### config.mk
export PLATFORM = sky130hd
export DESIGN_NAME = ssi_serial_channel
export DESIGN_NICKNAME = d
export VERILOG_FILES = /design/src/ssi_pkg.sv /design/src/ssi_serial_channel.sv
export SDC_FILE = /design/constraint.sdc
export NUM_CORES = 1
export LEC_CHECK = 0
export BUFFER_PORTS_ARGS = -buffer_cell sky130_fd_sc_hd__buf_4
export CAP_MARGIN = 5
export CORE_MARGIN = 3
export CORE_UTILIZATION = 39
export DETAILED_ROUTE_END_ITERATION = 10
export PLACE_DENSITY = 0.65
export RECOVER_POWER = 100
export REMOVE_ABC_BUFFERS = 1
export SLEW_MARGIN = 20
export SYNTH_ARGS = -nofsm -noshare
export SYNTH_HDL_FRONTEND = slang
export SYNTH_SLANG_ARGS = --single-unit
### constraint.sdc
create_clock -name pclk -period 2.55 [get_ports pclk]
set_input_delay 0.3825 -clock pclk [delete_from_list [all_inputs] [get_ports pclk]]
set_output_delay 0.3825 -clock pclk [all_outputs]
set_load 0.005 [all_outputs]
### src/ssi_pkg.sv
// Constants and carrier types of the serial channel status and interrupt block.
package ssi_pkg;

	// Register byte offsets on the APB.
	localparam logic [7:0] SSI_OFF_CTRL   = 8'h00;
	localparam logic [7:0] SSI_OFF_STAT   = 8'h04;
	localparam logic [7:0] SSI_OFF_TXBUF  = 8'h08;
	localparam logic [7:0] SSI_OFF_RXBUF  = 8'h0C;
	localparam logic [7:0] SSI_OFF_MSTOP  = 8'h10;

	// Control register field positions.
	localparam int SSI_CB_XMIT_ON   = 0;
	localparam int SSI_CB_RCV_ON    = 1;
	localparam int SSI_CB_TDONE_IE  = 2;
	localparam int SSI_CB_RX_IE     = 3;
	localparam int SSI_CB_TEMPTY_IE = 4;
	localparam int SSI_CB_SYNC      = 5;
	localparam int SSI_CB_LATCH     = 6;

	// Status register field positions.
	localparam int SSI_SB_TDONE  = 2;
	localparam int SSI_SB_PAR    = 3;
	localparam int SSI_SB_FRAME  = 4;
	localparam int SSI_SB_OVR    = 5;
	localparam int SSI_SB_RXFULL = 6;
	localparam int SSI_SB_TEMPTY = 7;

	// Reset values.
	localparam logic [6:0] SSI_CTRL_RST  = 7'h40;
	localparam logic       SSI_MSTOP_RST = 1'b1;
	localparam logic [7:0] SSI_BUF_RST   = 8'h00;

	// Index of the last data bit of a frame.
	localparam logic [2:0] SSI_LAST_BIT = 3'h7;

	// Encoded source of the highest pending request.
	localparam logic [2:0] SSI_SRC_NONE   = 3'h0;
	localparam logic [2:0] SSI_SRC_RXERR  = 3'h1;
	localparam logic [2:0] SSI_SRC_RXFULL = 3'h2;
	localparam logic [2:0] SSI_SRC_TEMPTY = 3'h3;
	localparam logic [2:0] SSI_SRC_TDONE  = 3'h4;

	// Control fields as a carrier.
	typedef struct packed {
		logic latch;
		logic sync;
		logic tempty_ie;
		logic rx_ie;
		logic tdone_ie;
		logic rcv_on;
		logic xmit_on;
	} ssi_ctrl_type;

	// Interrupt request outputs as a carrier.
	typedef struct packed {
		logic tx_done_irq;
		logic rx_err_irq;
		logic rx_full_irq;
		logic tx_empty_irq;
	} ssi_irq_type;

	// Frame result from the receive shifter.
	typedef struct packed {
		logic       frame_err;
		logic       parity_err;
		logic [7:0] data;
	} ssi_rxframe_type;

	// Transmit state machine.
	typedef enum logic [1:0] {
		SSI_TX_IDLE  = 2'b01,
		SSI_TX_SHIFT = 2'b10
	} ssi_txst_type;

endpackage

### src/ssi_serial_channel.sv
// Status, interrupt and error logic of one serial channel with APB registers.
`timescale 1ns/1ps
`default_nettype none
module ssi_serial_channel
	import ssi_pkg::*;
(
	// Clock and reset.
	input  wire logic            pclk,
	input  wire logic            presetn,
	// APB slave.
	input  wire logic            psel,
	input  wire logic            penable,
	input  wire logic            pwrite,
	input  wire logic [7:0]      paddr,
	input  wire logic [31:0]     pwdata,
	output logic [31:0]          prdata,
	output logic                 pready,
	output logic                 pslverr,
	// Shifter side, same clock.
	input  wire logic            bit_tick,
	input  wire logic            rx_done,
	input  wire ssi_rxframe_type rx_frame,
	output logic                 txd,
	// Transfer controller.
	input  wire logic            xfer_wr_tx,
	input  wire logic [7:0]      xfer_tx_data,
	input  wire logic            xfer_rd_rx,
	output logic [7:0]           xfer_rx_data,
	input  wire logic            xfer_irq_select,
	input  wire logic            xfer_count_zero,
	output logic                 xfer_tx_req,
	output logic                 xfer_rx_req,
	// Interrupt controller.
	output ssi_irq_type          irq,
	output logic [2:0]           irq_top
);

	////////////////////////////////////////////////////////////////////////
	// Storage.

	logic            mstop_ff;        // Module stop, set out of reset.
	ssi_ctrl_type    ctrl_ff;         // Control register.
	logic [7:0]      tx_buffer_ff;    // Transmit buffer.
	logic [7:0]      rx_buffer_ff;    // Receive buffer.
	logic [7:0]      tx_shift_ff;     // Transmit shift register.
	logic [2:0]      bit_cnt_ff;      // Bit being sent.
	ssi_txst_type    tx_st_ff;        // Transmit state.
	logic            line_ff;         // Serial output level while enabled.
	logic            temp_ff;         // Transmit buffer empty flag.
	logic            tdone_ff;        // Transmit done flag.
	logic            rfull_ff;        // Receive buffer full flag.
	logic            ovr_ff;          // Overrun fault flag.
	logic            frm_ff;          // Framing fault flag.
	logic            par_ff;          // Parity fault flag.
	logic [7:0]      armed_ff;        // Flags seen as 1 by a status read.
	logic [31:0]     prdata_ff;       // Read data captured in setup.
	logic            perr_ff;         // Error answer captured in setup.

	////////////////////////////////////////////////////////////////////////
	// Bus decode.

	wire logic setup_w  = psel & ~penable;
	wire logic access_w = psel & penable;
	wire logic hit_ctrl = (paddr == SSI_OFF_CTRL);
	wire logic hit_stat = (paddr == SSI_OFF_STAT);
	wire logic hit_txb  = (paddr == SSI_OFF_TXBUF);
	wire logic hit_rxb  = (paddr == SSI_OFF_RXBUF);
	wire logic hit_mst  = (paddr == SSI_OFF_MSTOP);
	// Channel registers answer only after module stop is released.
	wire logic chan_ok  = ~mstop_ff & (hit_ctrl | hit_stat | hit_txb | hit_rxb);
	wire logic bad_w    = ~(hit_mst | chan_ok);
	wire logic wr_w     = access_w & pwrite & ~bad_w;
	wire logic rd_w     = access_w & ~pwrite & ~bad_w;
	wire logic wr_ctrl  = wr_w & hit_ctrl;
	wire logic wr_stat  = wr_w & hit_stat;
	wire logic wr_txb   = wr_w & hit_txb;
	wire logic wr_mst   = wr_w & hit_mst;
	wire logic rd_stat  = rd_w & hit_stat;

	// Status word as software sees it.
	wire logic [7:0] stat_w = {temp_ff, rfull_ff, ovr_ff, frm_ff, par_ff, tdone_ff, 2'b00};

	// Read multiplexer, sampled in the setup cycle.
	wire logic [31:0] rmux_w =
		hit_mst  ? {31'h00000000, mstop_ff} :
		mstop_ff ? 32'h00000000 :
		hit_ctrl ? {25'h0000000, ctrl_ff} :
		hit_stat ? {24'h000000, stat_w} :
		hit_txb  ? {24'h000000, tx_buffer_ff} :
		hit_rxb  ? {24'h000000, rx_buffer_ff} : 32'h00000000;

	assign pready  = 1'b1;
	assign prdata  = prdata_ff;
	assign pslverr = access_w & perr_ff;

	// Capture read data and the error answer at the setup cycle.
	always_ff @(posedge pclk or negedge presetn) begin
		if (!presetn) begin
			prdata_ff <= 32'h00000000;
			perr_ff   <= 1'b0;
		end else if (setup_w) begin
			prdata_ff <= pwrite ? 32'h00000000 : rmux_w;
			perr_ff   <= bad_w;
		end
	end

	////////////////////////////////////////////////////////////////////////
	// Control, module stop and buffers.

	// Module stop and control; stop holds the other channel state, except the transmit shift register, in reset.
	always_ff @(posedge pclk or negedge presetn) begin
		if (!presetn) begin
			mstop_ff <= SSI_MSTOP_RST;
			ctrl_ff  <= SSI_CTRL_RST;
		end else begin
			if (wr_mst)
				mstop_ff <= pwdata[0];
			if (mstop_ff)
				ctrl_ff <= SSI_CTRL_RST;
			else if (wr_ctrl)
				ctrl_ff <= pwdata[6:0];
		end
	end

	// Software or controller write to the transmit buffer.
	wire logic [7:0] txw_data = wr_txb ? pwdata[7:0] : xfer_tx_data;
	wire logic       txw_w    = wr_txb | xfer_wr_tx;

	// Automatic clearing is withheld in this controller setting.
	wire logic auto_ok = ~(~xfer_irq_select & ~xfer_count_zero);

	// Transmit buffer accepts data at any time outside module stop, overwriting old data.
	always_ff @(posedge pclk or negedge presetn) begin
		if (!presetn)
			tx_buffer_ff <= SSI_BUF_RST;
		else if (mstop_ff)
			tx_buffer_ff <= SSI_BUF_RST;
		else if (txw_w)
			tx_buffer_ff <= txw_data;
	end

	assign xfer_rx_data = rx_buffer_ff;

	////////////////////////////////////////////////////////////////////////
	// Interlocks.

	wire logic any_fault = ovr_ff | frm_ff | par_ff;
	// Overrun halts both directions; in sync mode any fault does.
	wire logic halt_w = ovr_ff | (ctrl_ff.sync & any_fault);

	////////////////////////////////////////////////////////////////////////
	// Transmitter.

	wire logic tx_run   = ctrl_ff.xmit_on & ~mstop_ff;
	wire logic can_load = tx_run & ~temp_ff & ~halt_w;
	wire logic idle_w   = (tx_st_ff == SSI_TX_IDLE);
	wire logic at_last  = (bit_cnt_ff == SSI_LAST_BIT);
	// Bit 7 is entered on this tick.
	wire logic into_last = bit_tick & (tx_st_ff == SSI_TX_SHIFT) &
		(bit_cnt_ff == SSI_LAST_BIT - 3'h1);
	// Frame ends on this tick.
	wire logic frame_end = bit_tick & (tx_st_ff == SSI_TX_SHIFT) & at_last;
	// A word moves into the shift register.
	wire logic load_w = can_load & (idle_w | frame_end);

	// Transmit sequencer: load, shift LSB first, hold the last level.
	always_ff @(posedge pclk or negedge presetn) begin
		if (!presetn) begin
			tx_st_ff    <= SSI_TX_IDLE;
			tx_shift_ff <= SSI_BUF_RST;
			bit_cnt_ff  <= 3'h0;
			line_ff     <= 1'b1;
		end else if (!tx_run) begin
			// Disabling resets the transmitter at once.
			tx_st_ff   <= SSI_TX_IDLE;
			bit_cnt_ff <= 3'h0;
			line_ff    <= 1'b1;
		end else if (load_w) begin
			tx_st_ff    <= SSI_TX_SHIFT;
			tx_shift_ff <= tx_buffer_ff;
			bit_cnt_ff  <= 3'h0;
			line_ff     <= tx_buffer_ff[0];
		end else if (frame_end) begin
			// No new word: the line keeps the bit 7 level.
			tx_st_ff <= SSI_TX_IDLE;
		end else if (bit_tick && tx_st_ff == SSI_TX_SHIFT) begin
			bit_cnt_ff <= bit_cnt_ff + 3'h1;
			line_ff    <= tx_shift_ff[bit_cnt_ff + 3'h1];
		end
	end

	// Pin follows the port latch until the transmitter is enabled.
	assign txd = tx_run ? line_ff : ctrl_ff.latch;

	////////////////////////////////////////////////////////////////////////
	// Flag clearing by software.

	// A status write of 0 clears a flag only if a read saw it as 1.
	wire logic [7:0] swclr = {8{wr_stat}} & ~pwdata[7:0] & armed_ff;

	// Remember which flags a status read returned as 1.
	always_ff @(posedge pclk or negedge presetn) begin
		if (!presetn)
			armed_ff <= 8'h00;
		else if (mstop_ff)
			armed_ff <= 8'h00;
		else if (rd_stat)
			armed_ff <= stat_w;
		else
			armed_ff <= armed_ff & ~swclr;
	end

	// Transmit-empty clears by software or by a controller write when automatic clearing is allowed.
	wire logic clr_temp = swclr[SSI_SB_TEMPTY] | (xfer_wr_tx & auto_ok);

	// Transmit flags; setting wins over a clear in the same cycle.
	always_ff @(posedge pclk or negedge presetn) begin
		if (!presetn) begin
			temp_ff  <= 1'b1;
			tdone_ff <= 1'b1;
		end else if (!tx_run) begin
			temp_ff  <= 1'b1;
			tdone_ff <= 1'b1;
		end else begin
			if (load_w)
				temp_ff <= 1'b1;
			else if (clr_temp)
				temp_ff <= 1'b0;
			if (into_last && temp_ff)
				tdone_ff <= 1'b1;
			else if (clr_temp || swclr[SSI_SB_TDONE])
				tdone_ff <= 1'b0;
		end
	end

	////////////////////////////////////////////////////////////////////////
	// Receiver.

	wire logic rx_take = rx_done & ctrl_ff.rcv_on & ~mstop_ff & ~halt_w;
	wire logic rx_ovr  = rx_take & rfull_ff;
	wire logic rx_bad  = rx_take & ~rfull_ff & (rx_frame.frame_err | rx_frame.parity_err);
	wire logic rx_good = rx_take & ~rfull_ff & ~rx_frame.frame_err & ~rx_frame.parity_err;
	wire logic clr_rful = swclr[SSI_SB_RXFULL] | (xfer_rd_rx & auto_ok);

	// Receive buffer: overrun discards the shifted word.
	always_ff @(posedge pclk or negedge presetn) begin
		if (!presetn)
			rx_buffer_ff <= SSI_BUF_RST;
		else if (mstop_ff)
			rx_buffer_ff <= SSI_BUF_RST;
		else if (rx_good || rx_bad)
			rx_buffer_ff <= rx_frame.data;
	end

	// Receive flags; only module stop or software clears faults.
	always_ff @(posedge pclk or negedge presetn) begin
		if (!presetn) begin
			rfull_ff <= 1'b0;
			ovr_ff   <= 1'b0;
			frm_ff   <= 1'b0;
			par_ff   <= 1'b0;
		end else if (mstop_ff) begin
			rfull_ff <= 1'b0;
			ovr_ff   <= 1'b0;
			frm_ff   <= 1'b0;
			par_ff   <= 1'b0;
		end else begin
			if (rx_good)
				rfull_ff <= 1'b1;
			else if (clr_rful)
				rfull_ff <= 1'b0;
			if (rx_ovr)
				ovr_ff <= 1'b1;
			else if (swclr[SSI_SB_OVR])
				ovr_ff <= 1'b0;
			// A break re-sets framing on every frame taken.
			if (rx_take && rx_frame.frame_err)
				frm_ff <= 1'b1;
			else if (swclr[SSI_SB_FRAME])
				frm_ff <= 1'b0;
			if (rx_take && rx_frame.parity_err)
				par_ff <= 1'b1;
			else if (swclr[SSI_SB_PAR])
				par_ff <= 1'b0;
		end
	end

	////////////////////////////////////////////////////////////////////////
	// Interrupt requests.

	// Four requests, each gated by an enable; rx_ie gates both receive requests.
	assign irq.tx_empty_irq = temp_ff & ctrl_ff.tempty_ie & tx_run;
	assign irq.tx_done_irq  = tdone_ff & ctrl_ff.tdone_ie & tx_run;
	assign irq.rx_full_irq  = rfull_ff & ctrl_ff.rx_ie;
	assign irq.rx_err_irq   = any_fault & ctrl_ff.rx_ie;

	// Only these two requests may start the transfer controller.
	assign xfer_tx_req = irq.tx_empty_irq;
	assign xfer_rx_req = irq.rx_full_irq;

	// Highest pending source of this channel in default order.
	assign irq_top = irq.rx_err_irq   ? SSI_SRC_RXERR :
	                 irq.rx_full_irq  ? SSI_SRC_RXFULL :
	                 irq.tx_empty_irq ? SSI_SRC_TEMPTY :
	                 irq.tx_done_irq  ? SSI_SRC_TDONE : SSI_SRC_NONE;
endmodule
`default_nettype wire

==> metrics.log, run 1 <==
INFO  metric design.final.nets = 473
INFO  metric fmax = 425 MHz
INFO  metric antenna_violations_before_repair = 0
INFO  metric clock_latency_late_sink = 0.33 ns
INFO  metric power_frac_clock = 0.415
INFO  metric share_comb_of_total_power = 0.086
INFO  metric tns = 0 ns
INFO  metric yosysMostFrequentCell = sky130_fd_sc_hd__dfrtp_1
INFO  metric boundaryPins = 121
INFO  metric total_power = 1.89 mW
INFO  metric global_route.overflow_total = 0
INFO  metric hold_path_depth = 3
INFO  metric post_route_cells_drive_above_1_share = 0.299
INFO  metric ys_seq_area_frac = 0.433
INFO  metric grt_pass1_vias = 2620
INFO  metric yosysWarnings = 0
INFO  metric cp.required = 2.77 ns
INFO  metric avgViaCountPerCell = 5.42
INFO  metric timing.critical_path.fanout_max = 19
INFO  metric grt_setup_unrepaired = no
INFO  metric report.final.slew_viol_count = 0
INFO  metric syn_area = 3430 µm²
INFO  metric drt.antenna.violating_nets = 0
INFO  metric synthDominantAreaCellType = sky130_fd_sc_hd__dfrtp_1
INFO  metric power.share.sequential = 0.500
INFO  metric dp.final_hpwl = 6530 µm
INFO  metric route.vias.total = 2764
INFO  metric clock-root-buffer = sky130_fd_sc_hd__clkbuf_8
INFO  metric areaGrowthSynthToFinish = 18.8%
INFO  metric detailed_routing_wirelength_on_met1 = 4010 µm
INFO  metric pd_cells = 464 nW/µm²
INFO  metric netlist_instances = 333
INFO  metric power_switching_share = 0.242
INFO  metric worst_setup_hold_path_clk_slew = 0.06 ns
INFO  metric fp.coreArea = 8380 µm²
INFO  metric grt_max_degree = 60
INFO  metric cp.arrival = 2.57 ns
INFO  metric met3RoutedLength = 593 µm
INFO  metric async_flop_share = 1.00
INFO  metric reg2reg_from = mstop_ff
INFO  metric total_leakage_power = 1.91 nW
INFO  metric tightest_slew = 1.50 ns
INFO  metric cellInternalPower = 1.43 mW
INFO  metric cells_taking_the_most_area_after_synthesis = sky130_fd_sc_hd__dfrtp_1 39%, sky130_fd_sc_hd__buf_4 6.1%, sky130_fd_sc_hd__mux2i_1 6.1%
INFO  metric detail_route.iter0.violations = 166
INFO  metric worst_setup_path_start_kind = register
INFO  metric drt-pass1-iter-count = 4
INFO  metric std_cell_rows = 33
INFO  metric grt_first_pass_wirelength = 13800 µm
INFO  metric post_cts_buffers = 0
INFO  metric commonest_cells_in_the_netlist = 53 x sky130_fd_sc_hd__dfrtp_1, 45 x sky130_fd_sc_hd__nand2_1, 28 x sky130_fd_sc_hd__buf_4
INFO  metric tritoncts_num_sinks = 59
INFO  metric violations = max-capacitance violations
INFO  metric r2r_slack = 0.20 ns
INFO  metric worst_slew_margin_rel = 0.00325
INFO  metric die_w = 99.8 µm
INFO  metric wl = 8720 µm
INFO  metric fin_crit_sh = 0.922
INFO  metric routedWlPerCell = 17.1 µm
INFO  metric cts-buffers-inserted = 9
INFO  metric clock_path_buffers = 2
INFO  metric setup_viol_count_final = 0
INFO  metric post_cts_resize_count = 0
INFO  metric port-buffer-count = 71
INFO  metric critical_path_class = register to register
INFO  metric min_path_type = input port to register
INFO  metric antenna-diode-count = 0
INFO  metric tritoncts = done
INFO  metric worst_ir_drop_vdd = 0.000230 V
INFO  metric die_area = 9960 µm²
INFO  metric effective_utilization_at_floorplan = 0.409
INFO  metric timing.reg2reg.worst_path_depth = 5
INFO  metric metal2_wl = 4020 µm
INFO  metric status = finished, violations left
INFO  metric timing.hold.worst_endpoint = xfer_rx_data[2]
INFO  metric cap_violations = 1
INFO  metric hold_path_startpoint = rx_frame[2]
INFO  metric switchingPower = 458 µW
INFO  metric fin_crit = 2.35 ns
INFO  metric clock_skew = 0.00745 ns
INFO  metric synthFlopType = sky130_fd_sc_hd__dfrtp_1
INFO  metric r2r_end = par_ff
INFO  metric post-route-drc-count = 0
INFO  metric postCtsHoldBufs = 0
INFO  metric h_tree_depth_reported_by_cts = 3
INFO  metric die-height = 99.8 µm
INFO  metric timing_hold_violations_final = 0
INFO  metric place.gp.congestion = 0.827
INFO  metric post_synth_num_cell_types = 57
INFO  metric num-fill-cells = 798
INFO  metric postSynthRegisterBits = 59
INFO  metric synth_top_cell_area_share = 0.387
INFO  metric grtUsageTotal = 0.178
INFO  metric worstSetupEndpointType = register
INFO  metric synth-edff-count = 0
INFO  metric syn-mean-instance-area = 10.3 µm²
INFO  metric top_layer = met4
==> per-stage QoR <==
stage	hold WS, ns	area, µm²	setup slack, ns	cells	util
6_report	0.251	4080	0.199	510	0.486
5_1_grt	0.242	4080	0.0918	510	0.486
4_1_cts	0.136	4120	0.157	510	0.491
3_5_place_dp	0.461	3940	0.360	495	0.470
3_3_place_gp	0.460	3940	0.414	495	0.470
2_1_floorplan	0.0869	3220	0.312	312	-
==> critical path, cell delays in order, from the launching register on <==
cell and delay (ns):
sky130_fd_sc_hd__dfstp_4 0.55, sky130_fd_sc_hd__or4b_4 0.60, sky130_fd_sc_hd__nor4_4 0.21, sky130_fd_sc_hd__clkbuf_1 0.46
sky130_fd_sc_hd__nand3b_1 0.14, sky130_fd_sc_hd__a32o_1 0.28
==> metal layers <==
layer | vias to the layer above | global-route usage
li1 | 1302 | -
met1 | 1351 | 0.249
met2 | 104 | 0.273
met3 | 7 | 0.0424
met4 | 0 | 0.0567
met5 | - | 0
==> power by group through the flow <==
stage,Clock (mW),Sequential (mW),Combinational [mW]
final,0.784,0.945,0.162
after global routing,0.840,0.945,0.179
after CTS,0.799,0.945,0.166
after detailed placement,0,0.962,0.165
after global placement,0,0.962,0.164
after floorplan,0,0.960,0.0510
==> how the worst max path moves through the flow <==
stage / start / endpoint / slack (ns) / cells past startpoint
finish: mstop_ff / par_ff / 0.20 / 5
global placement: paddr[7] / armed_ff[5] / 0.41 / 5
floorplan: par_ff / rfull_ff / 0.31 / 4
CTS: mstop_ff / irq_top[2] / 0.16 / 4
detailed placement: bit_cnt_ff[0] / tx_shift_ff[3] / 0.36 / 6
global route: mstop_ff / irq_top[2] / 0.09 / 4
==> flip-flops by register name, indices dropped and copies added, names as in the netlist <==
register and cells:
temp_ff 1, tx_shift_ff 8, xfer_rx_data 8, tx_buffer_ff 8, line_ff 1, mstop_ff 1, bit_cnt_ff 3, ovr_ff 1
frm_ff 1, prdata 8, ctrl_ff 7, armed_ff 6, perr_ff 1, tx_st_ff 2, tdone_ff 1, rfull_ff 1
par_ff 1
==> cell usage in the layout (no fill, tap or decap), types with 8 or more instances in the layout <==
master / synthesis / final
sky130_fd_sc_hd__clkbuf_8: 0 / 12
sky130_fd_sc_hd__mux2_2: 8 / 8
sky130_fd_sc_hd__mux2i_1: 21 / 21
sky130_fd_sc_hd__dfrtp_1: 53 / 53
sky130_fd_sc_hd__nor3_1: 14 / 14
sky130_fd_sc_hd__clkbuf_4: 0 / 26
sky130_fd_sc_hd__nor2_1: 11 / 11
sky130_fd_sc_hd__buf_4: 28 / 47
sky130_fd_sc_hd__nand2b_1: 9 / 9
sky130_fd_sc_hd__nand2_1: 45 / 45
sky130_fd_sc_hd__conb_1: 2 / 25
sky130_fd_sc_hd__a32o_1: 9 / 9
sky130_fd_sc_hd__a21oi_1: 8 / 8
sky130_fd_sc_hd__o21ai_0: 20 / 20
sky130_fd_sc_hd__a31o_2: 8 / 8
==> cell type report <==
class / instances / area, µm² / share of cell area
Multi-Input combinational cell: 246 / 1680 / 0.413
Timing Repair Buffer: 78 / 568 / 0.139
Tap cell: 105 / 131 / 0.0322
Sequential cell: 59 / 1490 / 0.365
Inverter: 7 / 26.3 / 0.00645
Clock inverter: 2 / 10.0 / 0.00246
Clock buffer: 13 / 169 / 0.0414
==> logic make-up after synthesis <==
| logic type | Yosys count | share of synthesized area |
|---|---|---|
| compound gates | 72 | 0.155 |
| xor+xnor | 1 | 0.00255 |
| fa+ha+maj | 3 | 0.0109 |
| buf+inv | 51 | 0.0955 |
| flops | 59 | 0.433 |
| mux | 31 | 0.101 |
| other cells | 2 | 0.00219 |
| simple gates | 114 | 0.201 |
(Power assumes the default switching activity.)
==> run 2: changes to the inputs <==
--- a/config.mk
+++ b/config.mk
@@ -13,6 +13,7 @@
 export PLACE_DENSITY = 0.65
 export RECOVER_POWER = 100
 export REMOVE_ABC_BUFFERS = 1
+export SETUP_SLACK_MARGIN = 0.4
 export SLEW_MARGIN = 20
 export SYNTH_ARGS = -nofsm -noshare
 export SYNTH_HDL_FRONTEND = slang
==> metrics.log, run 2 (synthesis results as in run 1) <==
INFO  metric status = finished, final reports clean
INFO  metric min_path_type = input port to register
INFO  metric dpl.cell_count = 495
INFO  metric die_area = 9960 µm²
INFO  metric clock-root-buffer = sky130_fd_sc_hd__clkbuf_8
INFO  metric post_route_cells_drive_above_1_share = 0.306
INFO  metric fin_crit_sh = 0.887
INFO  metric critical_path_class = register to register
INFO  metric fin_crit = 2.26 ns
INFO  metric worst_setup_path_start_kind = register
INFO  metric drt-pass1-iter-count = 4
INFO  metric timing.critical_path.fanout_max = 10
INFO  metric antenna_violations_before_repair = 0
INFO  metric place.gp.congestion = 0.827
INFO  metric effective_utilization_at_floorplan = 0.409
INFO  metric worst_ir_drop_vdd = 0.000233 V
INFO  metric port-buffer-count = 71
INFO  metric clock_skew = 0.00548 ns
INFO  metric worst_slew_margin_rel = 0.00802
INFO  metric grt_pass1_vias = 2638
INFO  metric cp.arrival = 2.49 ns
INFO  metric avgViaCountPerCell = 5.39
INFO  metric grtUsageTotal = 0.179
INFO  metric routedWlPerCell = 17.2 µm
INFO  metric tritoncts = done
INFO  metric wl = 8860 µm
INFO  metric pd_cells = 459 nW/µm²
INFO  metric boundaryPins = 121
INFO  metric antenna-diode-count = 0
INFO  metric die-height = 99.8 µm
INFO  metric worstSetupEndpointType = register
INFO  metric std_cell_rows = 33
INFO  metric drt.antenna.violating_nets = 0
INFO  metric total_leakage_power = 1.92 nW
INFO  metric grt_setup_unrepaired = no
INFO  metric fmax = 442 MHz
INFO  metric cap_violations = 0
INFO  metric route.vias.total = 2770
INFO  metric tightest_slew = 1.49 ns
INFO  metric areaGrowthSynthToFinish = 20.3%
INFO  metric fp.coreArea = 8380 µm²
INFO  metric design.final.nets = 477
INFO  metric stdcell_count = 514
INFO  metric grt_max_degree = 60
INFO  metric final_common_cell = sky130_fd_sc_hd__dfrtp_1
INFO  metric finalHoldWorstSlack = 0.249 ns
INFO  metric timing_hold_violations_final = 0
INFO  metric postCtsHoldBufs = 0
INFO  metric final_cell_mix = 53 x sky130_fd_sc_hd__dfrtp_1, 50 x sky130_fd_sc_hd__buf_4, 45 x sky130_fd_sc_hd__nand2_1, 25 x sky130_fd_sc_hd__conb_1, 25 x sky130_fd_sc_hd__clkbuf_4
INFO  metric report.final.slew_viol_count = 0
INFO  metric die_w = 99.8 µm
INFO  metric post-route-drc-count = 0
INFO  metric setup_viol_count_final = 0
INFO  metric tns = 0 ns
INFO  metric cts-buffers-inserted = 9
INFO  metric worst_setup_hold_path_clk_slew = 0.06 ns
INFO  metric tritoncts_num_sinks = 59
INFO  metric h_tree_depth_reported_by_cts = 3
INFO  metric detail_route.iter0.violations = 151
INFO  metric clock_latency_late_sink = 0.34 ns
INFO  metric dp.final_hpwl = 6530 µm
INFO  metric global_route.overflow_total = 0
INFO  metric grt_first_pass_wirelength = 13900 µm
INFO  metric cp.required = 2.77 ns
INFO  metric clock_path_buffers = 2
[run 2: cell type report]
type	instances	area [µm²]
Clock buffer	13	169
Clock inverter	2	10.0
Fill cell	795	4260
Inverter	7	26.3
Multi-Input combinational cell	246	1710
Sequential cell	59	1490
Tap cell	105	131
Timing Repair Buffer	82	591
[run 2: final timing paths]
check / startpoint / to / slack (ns) / cells past startpoint
max in group asynchronous: presetn / ctrl_ff[1] / 1.25 / 1
max reg2reg: mstop_ff / par_ff / 0.29 / 6
min: rx_frame[2] / xfer_rx_data[2] / 0.25 / 3
max: mstop_ff / par_ff / 0.29 / 6
min in group asynchronous: presetn / bit_cnt_ff[2] / 0.40 / 1
min reg2reg: prdata[4] / prdata[4] / 0.47 / 2
[run 2: timing repair]
item,in CTS,in global routing
buffers inserted,2,1
cloned,0,1
gates resized for setup,1,7
pin swaps,0,1
setup endpoints to repair,11,24
[run 2: through the flow]
step | worst slack [ns] | instance area, µm² | total power [mW] | util
after floorplan | 0.312 | 3220 | 1.01 | -
after global placement | 0.414 | 3940 | 1.13 | 0.470
after detailed placement | 0.360 | 3940 | 1.13 | 0.470
after CTS | 0.348 | 4140 | 1.91 | 0.494
after global routing | 0.221 | 4130 | 1.97 | 0.492
final | 0.287 | 4130 | 1.89 | 0.492
[run 2: critical path, cell delays in order (launching register included)]
cell and delay (ns):
sky130_fd_sc_hd__dfstp_4 0.47, sky130_fd_sc_hd__buf_4 0.18, sky130_fd_sc_hd__or4b_4 0.58, sky130_fd_sc_hd__nor4_4 0.20
sky130_fd_sc_hd__clkbuf_1 0.33, sky130_fd_sc_hd__nand3b_1 0.13, sky130_fd_sc_hd__a32o_1 0.27
[run 2: power breakdown]
part | switching, mW | internal [mW] | leakage [nW]
registers | 0.00224 | 0.940 | 0.801
logic | 0.0963 | 0.0703 | 1.03
clock network | 0.359 | 0.424 | 0.0953
[run 2: routing by layer]
metal / GRT usage / vias to the layer above / share of wire
met5: 0 / - / 0
li1: - / 1313 / -
met1: 0.248 / 1329 / 0.46
met4: 0.0578 / 0 / 0.011
met2: 0.276 / 121 / 0.45
met3: 0.0459 / 7 / 0.078
